**config.mk**
```make
export PLATFORM = sky130hd
export DESIGN_NAME = whrg_top
export DESIGN_NICKNAME = d
export VERILOG_FILES = /design/src/design/whrg_pkg.sv /design/src/design/whrg_sync.sv /design/src/design/whrg_top.sv
export VERILOG_INCLUDE_DIRS = /design/src /design/src/design
export SDC_FILE = /design/constraint.sdc
export NUM_CORES = 1
export LEC_CHECK = 0
export ABC_AREA = 0
export BUFFER_PORTS_ARGS = -buffer_cell sky130_fd_sc_hd__buf_2
export CELL_PAD_IN_SITES_DETAIL_PLACEMENT = 2
export CELL_PAD_IN_SITES_GLOBAL_PLACEMENT = 2
export CORE_ASPECT_RATIO = 0.9
export CORE_MARGIN = 3
export CORE_UTILIZATION = 33
export CTS_CLUSTER_SIZE = 12
export DETAILED_ROUTE_END_ITERATION = 12
export GPL_ROUTABILITY_DRIVEN = 0
export GPL_TIMING_DRIVEN = 0
export PLACE_DENSITY = 0.95
export SYNTH_ARGS = -nofsm -noshare
export SYNTH_HDL_FRONTEND = slang
export SYNTH_SLANG_ARGS = --single-unit
```
**constraint.sdc**
```tcl
create_clock -name ref_clk_in -period 3.6 [get_ports ref_clk_in]
set_input_delay 0.36 -clock ref_clk_in [delete_from_list [all_inputs] [get_ports ref_clk_in]]
set_output_delay 0.36 -clock ref_clk_in [all_outputs]
set_load 0.005 [all_outputs]
```
**src/design/whrg_regs.svh**
```systemverilog
/*
 * Constants for the warning history and run gate block: register offsets,
 * field positions, reset values and codes.
 * Assumes inclusion by bare name from the design modules.
 */
`ifndef WHRG_REGS_SVH
`define WHRG_REGS_SVH

// Register offsets (byte addresses, 32-bit words)
`define WHRG_OFF_CTRL      8'h00
`define WHRG_OFF_STATUS    8'h04
`define WHRG_OFF_INT_STAT  8'h08
`define WHRG_OFF_INT_MASK  8'h0C
`define WHRG_OFF_HCOUNT    8'h10
`define WHRG_OFF_HIST0     8'h20
`define WHRG_HIST_DEPTH    4'h9

// Control register fields
`define WHRG_CTRL_EXT_LO   0
`define WHRG_CTRL_VIEW_LO  2
`define WHRG_CTRL_HCLR     4
`define WHRG_CTRL_RESET    32'h0000_0000

// External-run setting values
`define WHRG_EXT_PANEL     2'h0
`define WHRG_EXT_ENABLED   2'h1
`define WHRG_EXT_ALT       2'h2

// Initial view selection: speed code
`define WHRG_VIEW_SPEED    2'h0

// Warning type codes; 0 means an empty history slot
`define WHRG_WARN_NONE     4'h0
`define WHRG_WARN_HEAT     4'h1
`define WHRG_WARN_LOAD     4'h2
`define WHRG_WARN_ASSIGN   4'h3

// Interrupt bits
`define WHRG_INT_WARN      0
`define WHRG_INT_ALARM     1
`define WHRG_INT_W         2

`endif

```
**src/design/whrg_pkg.sv**
```systemverilog
/*
 * Types for the warning history and run gate block.
 * Assumes whrg_regs.svh supplies the numeric constants.
 */
package whrg_pkg;
    // Settled copy of the operator and controller inputs
    typedef struct packed {
        logic panel_run;
        logic forward_run_input;
        logic reverse_run_input;
    } whrg_run_in_t;

    // Active warning conditions
    typedef struct packed {
        logic overheat;
        logic overload;
        logic assign_err;
    } whrg_warn_src_t;

    typedef enum logic [2:0] {
        WHRG_ST_STOP  = 3'b001,
        WHRG_ST_RUN   = 3'b010,
        WHRG_ST_ALARM = 3'b100
    } whrg_state_t;
endpackage

```
**src/design/whrg_sync.sv**
```systemverilog
/*
 * Two flip-flop synchroniser for a bundle of pin levels.
 * Assumes the inputs are asynchronous to ref_clk_in.
 */
`timescale 1ns/1ps
module whrg_sync #(
    parameter int W = 1
) (
    // Clock and reset
    input  wire logic         ref_clk_in,
    input  wire logic         reset_in,
    // Levels
    input  wire logic [W-1:0] async_in,
    output logic      [W-1:0] sync_out
);
    logic [W-1:0] meta_q;

    // First stage is read only by the second stage
    always_ff @(posedge ref_clk_in) begin
        if (reset_in) begin
            meta_q   <= '0;
            sync_out <= '0;
        end else begin
            meta_q   <= async_in;
            sync_out <= meta_q;
        end
    end
endmodule

```
**src/design/whrg_top.sv**
```systemverilog
/*
 * Warning history and run gate: keeps a volatile history of up to nine
 * warning events and decides whether the motor may run.
 * Assumes a 125 MHz ref_clk_in, synchronous reset_in standing in for
 * power-up, pins asynchronous, register port on the same clock.
 */
`timescale 1ns/1ps
`include "whrg_regs.svh"
module whrg_top
    import whrg_pkg::*;
(
    // Clock and reset
    input  wire logic        ref_clk_in,
    input  wire logic        reset_in,
    // Panel and controller pins
    input  wire logic        panel_run_in,
    input  wire logic        forward_run_input_in,
    input  wire logic        reverse_run_input_in,
    // Protection inputs, same clock domain
    input  wire logic        overheat_in,
    input  wire logic        overload_in,
    input  wire logic        assign_err_in,
    input  wire logic        alarm_in,
    input  wire logic        alarm_reset_in,
    // Register port
    input  wire logic [7:0]  reg_addr_in,
    input  wire logic [31:0] reg_wdata_in,
    input  wire logic        reg_wr_in,
    input  wire logic        reg_rd_in,
    output logic      [31:0] reg_rdata_out,
    // Results
    output logic             motor_run_out,
    output logic             motor_rev_out,
    output logic             warning_output_out,
    output logic             show_speed_out,
    output logic             irq_out
);
    whrg_run_in_t   run_s;
    whrg_warn_src_t warn_s;
    whrg_state_t    state_q;
    whrg_state_t    state_d;
    logic [1:0]     ext_q;
    logic [1:0]     view_q;
    logic [3:0]     hist_q [0:8];
    logic [3:0]     hcount_q;
    logic [3:0]     last_q;
    logic [3:0]     new_code;
    logic           run_ok;
    logic           want_rev;
    logic           hclr;
    logic [2:0]     ist_q;
    logic [2:0]     imask_q;
    logic [2:0]     iev;
    logic           warn_prev_q;
    logic           alarm_prev_q;

    // Pins pass two flops before anything reads them
    whrg_sync #(.W(3)) u_sync (
        .ref_clk_in (ref_clk_in),
        .reset_in   (reset_in),
        .async_in   ({panel_run_in, forward_run_input_in, reverse_run_input_in}),
        .sync_out   (run_s)
    );

    assign warn_s = '{overheat: overheat_in, overload: overload_in,
                      assign_err: assign_err_in};

    // Highest-priority active warning code
    function automatic logic [3:0] warn_code(input whrg_warn_src_t w);
        if (w.overheat)
            warn_code = `WHRG_WARN_HEAT;
        else if (w.overload)
            warn_code = `WHRG_WARN_LOAD;
        else if (w.assign_err)
            warn_code = `WHRG_WARN_ASSIGN;
        else
            warn_code = `WHRG_WARN_NONE;
    endfunction

    // Write strobe aimed at one register; every decode compares the full byte address,
    // so an aliased offset cannot reach a control register by accident
    function automatic logic wr_at(input logic       wr,
                                   input logic [7:0] addr,
                                   input logic [7:0] off);
        wr_at = wr && (addr == off);
    endfunction

    assign new_code = warn_code(warn_s);
    // Clear bit is a strobe, never stored, so it reads back as zero
    assign hclr     = wr_at(reg_wr_in, reg_addr_in, `WHRG_OFF_CTRL)
                      && reg_wdata_in[`WHRG_CTRL_HCLR];

    // Run permission from the control source selection
    always_comb begin
        run_ok   = 1'b0;
        want_rev = 1'b0;
        if (ext_q == `WHRG_EXT_PANEL) begin
            run_ok = run_s.panel_run;
        end else begin
            // Exactly one direction requested is a valid command
            run_ok   = run_s.forward_run_input ^ run_s.reverse_run_input;
            want_rev = run_s.reverse_run_input;
        end
        // Assignment error stops the motor; overheat and overload do not
        if (warn_s.assign_err)
            run_ok = 1'b0;
    end

    // Run state machine
    always_comb begin
        state_d = state_q;
        unique case (state_q)
            WHRG_ST_STOP:  if (alarm_in) state_d = WHRG_ST_ALARM;
                           else if (run_ok) state_d = WHRG_ST_RUN;
            WHRG_ST_RUN:   if (alarm_in) state_d = WHRG_ST_ALARM;
                           else if (!run_ok) state_d = WHRG_ST_STOP;
            // Leave only on reset with the alarm cause gone
            WHRG_ST_ALARM: if (alarm_reset_in && !alarm_in) state_d = WHRG_ST_STOP;
        endcase
    end

    always_ff @(posedge ref_clk_in) begin
        if (reset_in)
            state_q <= WHRG_ST_STOP;
        else
            state_q <= state_d;
    end

    // Motor outputs follow the state; alarm always forces stop
    always_ff @(posedge ref_clk_in) begin
        if (reset_in) begin
            motor_run_out <= 1'b0;
            motor_rev_out <= 1'b0;
        end else begin
            motor_run_out <= (state_d == WHRG_ST_RUN);
            motor_rev_out <= (state_d == WHRG_ST_RUN) && want_rev;
        end
    end

    // Control settings written by software
    always_ff @(posedge ref_clk_in) begin
        if (reset_in) begin
            ext_q  <= 2'(`WHRG_CTRL_RESET >> `WHRG_CTRL_EXT_LO);
            view_q <= 2'(`WHRG_CTRL_RESET >> `WHRG_CTRL_VIEW_LO);
        end else if (wr_at(reg_wr_in, reg_addr_in, `WHRG_OFF_CTRL)) begin
            ext_q  <= reg_wdata_in[`WHRG_CTRL_EXT_LO +: 2];
            view_q <= reg_wdata_in[`WHRG_CTRL_VIEW_LO +: 2];
        end
    end

    // Start-up view selection
    always_ff @(posedge ref_clk_in) begin
        if (reset_in)
            show_speed_out <= 1'b1;
        else
            show_speed_out <= (view_q == `WHRG_VIEW_SPEED);
    end

    // Warning output level
    always_ff @(posedge ref_clk_in) begin
        if (reset_in)
            warning_output_out <= 1'b0;
        else
            warning_output_out <= |warn_s;
    end

    // Warning history; volatile, so reset stands in for power loss
    always_ff @(posedge ref_clk_in) begin
        if (reset_in || hclr) begin
            for (int i = 0; i < 9; i++)
                hist_q[i] <= `WHRG_WARN_NONE;
            hcount_q <= 4'h0;
            last_q   <= `WHRG_WARN_NONE;
        end else if (new_code != `WHRG_WARN_NONE && new_code != last_q) begin
            // A persisting warning is seen as one event; repeats skipped
            for (int i = 8; i > 0; i--)
                hist_q[i] <= hist_q[i-1];
            hist_q[0] <= new_code;
            last_q    <= new_code;
            if (hcount_q != `WHRG_HIST_DEPTH)
                hcount_q <= hcount_q + 4'h1;
        end
    end

    // Interrupt events: warning rise, alarm rise
    always_ff @(posedge ref_clk_in) begin
        if (reset_in) begin
            warn_prev_q  <= 1'b0;
            alarm_prev_q <= 1'b0;
        end else begin
            warn_prev_q  <= |warn_s;
            alarm_prev_q <= alarm_in;
        end
    end
    assign iev = {1'b0, alarm_in && !alarm_prev_q, (|warn_s) && !warn_prev_q};

    // Sticky status, write one to clear; a new event wins over the clear
    always_ff @(posedge ref_clk_in) begin
        if (reset_in) begin
            ist_q   <= 3'h0;
            imask_q <= 3'h0;
        end else begin
            if (wr_at(reg_wr_in, reg_addr_in, `WHRG_OFF_INT_STAT))
                ist_q <= (ist_q & ~reg_wdata_in[2:0]) | iev;
            else
                ist_q <= ist_q | iev;
            if (wr_at(reg_wr_in, reg_addr_in, `WHRG_OFF_INT_MASK))
                imask_q <= reg_wdata_in[2:0];
        end
    end

    always_ff @(posedge ref_clk_in) begin
        if (reset_in)
            irq_out <= 1'b0;
        else
            irq_out <= |(ist_q & imask_q);
    end

    // Read data, one cycle after the strobe; unmapped reads zero
    always_ff @(posedge ref_clk_in) begin
        if (reset_in) begin
            reg_rdata_out <= 32'h0000_0000;
        end else begin
            reg_rdata_out <= 32'h0000_0000;
            if (reg_rd_in) begin
                case (reg_addr_in)
                    `WHRG_OFF_CTRL:     reg_rdata_out <= {28'h0, view_q, ext_q};
                    `WHRG_OFF_STATUS:   reg_rdata_out <= {25'h0, state_q, motor_rev_out,
                                                         warning_output_out, last_q[1:0]};
                    `WHRG_OFF_INT_STAT: reg_rdata_out <= {29'h0, ist_q};
                    `WHRG_OFF_INT_MASK: reg_rdata_out <= {29'h0, imask_q};
                    `WHRG_OFF_HCOUNT:   reg_rdata_out <= {28'h0, hcount_q};
                    default: begin
                        // History slot one (newest) at HIST0
                        for (int i = 0; i < 9; i++)
                            if (reg_addr_in == `WHRG_OFF_HIST0 + 8'(4 * i))
                                reg_rdata_out <= {28'h0, hist_q[i]};
                    end
                endcase
            end
        end
    end
endmodule

```
==> out/metrics.json <==
{
  "outcome": "finished clean",
  "finalWirelength_um": 7650,
  "fin_worst_hold_slack_ps": 242,
  "fin_nets": 385,
  "layout.cells.most_common_list": "buf_2, dfxtp_1, buf_4, nor2_1, conb_1",
  "critical_path.reg2reg.startpoint": "last_q[0]$_SDFFE_PP0P_",
  "syn_area_um2": 2720,
  "synth_async_sr_flop_share_pct": 0,
  "critical_path.endpoint_type": "flop",
  "synth_flop_cell": "dfxtp_1",
  "final.fill_count": 883,
  "detail-route-antenna-nets": 0,
  "vdd_ir_drop_max_uv": 219,
  "core_region_area_um2": 7770,
  "ports_placed_on_the_boundary": 89,
  "relSlewSlack_pct": 39.9,
  "final.period_utilization_pct": 61.3,
  "cp-endpoint": "hist_q[0][33]$_SDFFCE_PN0P_",
  "postCtsSetupRepairBufs": 0,
  "setup.worst_path.start": "reg_addr_in[5]",
  "synth_area_leader_cell": "dfxtp_1",
  "worst_hold_path_type": "input pin to flop",
  "dpl.cell_count": 420,
  "synth_seq_area_share_pct": 47.9,
  "cell_internal_power_mw": 0.984,
  "antennaDiodeCount": 0,
  "drc_violations": 0,
  "unrepaired_setup_endpoints_after_global_routing": "no",
  "grt_pass1_wl_um": 12700,
  "reg2reg_setup_slack_ps": 1590,
  "yosys_warnings": 0,
  "clockBufferDepth": 2,
  "power.static_leakage_nw": 1.45,
  "hpwlAfterDp_um": 5890,
  "synthesis.area_per_instance_um2": 10.3,
  "first_global_vias": 2404,
  "powerDensity_nw_per_um2": 410,
  "floorplan.die.width_um": 102,
  "worstSkewPairLatency_ps": 320,
  "count_of_hold_fix_buffers_inserted_at_cts": 0,
  "numCtsBuffers": 5,
  "initial_utilization_pct": 35.0,
  "p_sw_mw": 0.340,
  "cap_viol_max_count": 0,
  "synth-edff-count": 18,
  "routed-via-count": 2159,
  "final_layout_size_suffix_gt1_share_pct": 25.6,
  "grt_remaining_overflow": 0,
  "core.rowCount": 30,
  "tns_ps": 0,
  "via_cell_ratio": 5.04,
  "cts.reportedPaths.clkPinSlew_ps": 110,
  "hold_violations": 0,
  "arrival_ps": 2160,
  "cp_max_fo": 18,
  "finClkSkew_ps": 8.54,
  "cell_at_the_root_of_the_clock_tree": "clkbuf_8",
  "setup.worst_path.start_class": "input pin",
  "area_share_of_the_leading_cell_type_in_the_synthesized_netlist_pct": 28.0,
  "post_synth_inst_count": 265,
  "number_of_h_tree_levels": 2,
  "tritoncts": "built",
  "switching_share_pct": 25.7,
  "drv_slew": 0,
  "die-height_um": 92.1,
  "yosys-top-cells-area": "dfxtp_1, edfxtp_1, buf_4",
  "largest_net_degree_at_the_start_of_global_routing": 19,
  "reg2reg_to": "hist_q[0][33]$_SDFFCE_PN0P_",
  "period_needed_ps": 2210,
  "port-buffer-count": 35,
  "pwr-share-comb_pct": 12.2,
  "wire_per_inst_um": 17.9,
  "total_power_consumption_mw": 1.32,
  "setup_viol": 0,
  "share_of_total_power_in_sequential_cells_pct": 53.8,
  "synth_unique_cells": 55,
  "worst-r2r-cell-count": 4,
  "drtIter0Drc": 63,
  "worst_path_required_ps": 3550,
  "cts_resized": 0,
  "final_core_util_pct": 41.6,
  "first_pass_iters": 4,
  "fmax_mhz": 453,
  "die-area_um2": 9370,
  "area_growth_pct": 18.9,
  "grtUsageTotal_pct": 17.3,
  "postSynthRegisterBits": 56,
  "tightest_slew_ps": 901,
  "antenna_found_initial": 0,
  "fin_cells": 428,
  "critPathKind": "input pin to flop",
  "clock_sink_count": 56,
  "share_clk_of_total_power_pct": 34.0
}
-- cell usage after synthesis, drive strengths merged (3+ instances only) --
library cell / instances
nand3: 7
nand2b: 4
edfxtp: 18
and2: 20
a21oi: 9
nor2b: 11
or2: 3
mux4: 3
and3: 4
nand4: 4
inv: 9
dfxtp: 38
nor3: 8
nor2: 28
mux2i: 12
buf: 31
o21ai: 7
a31oi: 3
nand2: 6
nor4: 3
-- cells by family (layout without fill, tap and decap cells) --
group | count (synthesis) | after routing | synth area share (%)
other | 1 | 25 | 0.138
AOI/OAI and AO/OA | 40 | 40 | 11.0
adders and majority gates | 2 | 2 | 0.920
xor gates and xnor gates | 3 | 3 | 0.967
muxes | 15 | 15 | 7.04
buffers and inverters | 42 | 85 | 9.94
DFF | 56 | 56 | 47.9
and+or+nand+nor | 106 | 106 | 22.2
-- worst min path at each step --
stage | start | cells after the start | slack [ps] | to
final | panel_run_in | 2 | 240 | u_sync.meta_q[2]$_SDFF_PP0_
after global placement | u_sync.meta_q[0]$_SDFF_PP0_ | 1 | 420 | u_sync.sync_out[0]$_SDFF_PP0_
after floorplan | u_sync.meta_q[0]$_SDFF_PP0_ | 1 | 410 | u_sync.sync_out[0]$_SDFF_PP0_
after detailed placement | u_sync.meta_q[0]$_SDFF_PP0_ | 1 | 440 | u_sync.sync_out[0]$_SDFF_PP0_
after global routing | reverse_run_input_in | 2 | 250 | u_sync.meta_q[0]$_SDFF_PP0_
after CTS | panel_run_in | 2 | 230 | u_sync.meta_q[2]$_SDFF_PP0_
-- metal layers --
layer  track usage, %  routed length (um)
met1             22.1                3370
met2             30.4                3940
met3             2.97                 283
met4             3.32                  57
met5                0                   0
-- power groups by stage --
| stage | registers, mW | clock network [mW] | logic, mW |
|---|---|---|---|
| finish | 0.712 | 0.450 | 0.162 |
| floorplan | 0.716 | 0 | 0.106 |
| detailed placement | 0.728 | 0 | 0.160 |
| CTS | 0.713 | 0.463 | 0.162 |
| global placement | 0.724 | 0 | 0.150 |
| global route | 0.718 | 0.487 | 0.181 |
-- registers in the layout (all words and copies together) (netlist names) --
register,flops
hcount_q,4
last_q,2
view_q,2
irq_out,1
reg_rdata_out,7
state_q,3
motor_rev_out,1
imask_q,3
alarm_prev_q,1
motor_run_out,1
warn_prev_q,1
u_sync.meta_q,3
ist_q,3
show_speed_out,1
u_sync.sync_out,3
hist_q,18
ext_q,2
-- area by class of cell --
type	count	area [um^2]	share of cell area (%)
clock inverters	1	8.76	0.271
flip-flops and latches	56	1300	40.3
multi-input cells	191	1240	38.3
inverters	9	33.8	1.05
plain buffers	33	236	7.32
clock buffers	7	119	3.68
well taps	96	120	3.72
repair buffers	35	175	5.42
-- worst max-delay path, stage by stage --
cell and delay [ps]:
buf_2 160, nor4_4 500, a41o_1 240, buf_4 180, nand2b_1 720
-- through the flow --
stage | setup WS [ps] | area [um^2]
after floorplan | 1520 | 2810
after global placement | 1150 | 3100
after detailed placement | 1050 | 3100
after CTS | 1390 | 3230
after global routing | 1250 | 3230
final | 1390 | 3230
Power figures use the tool's default switching activity.
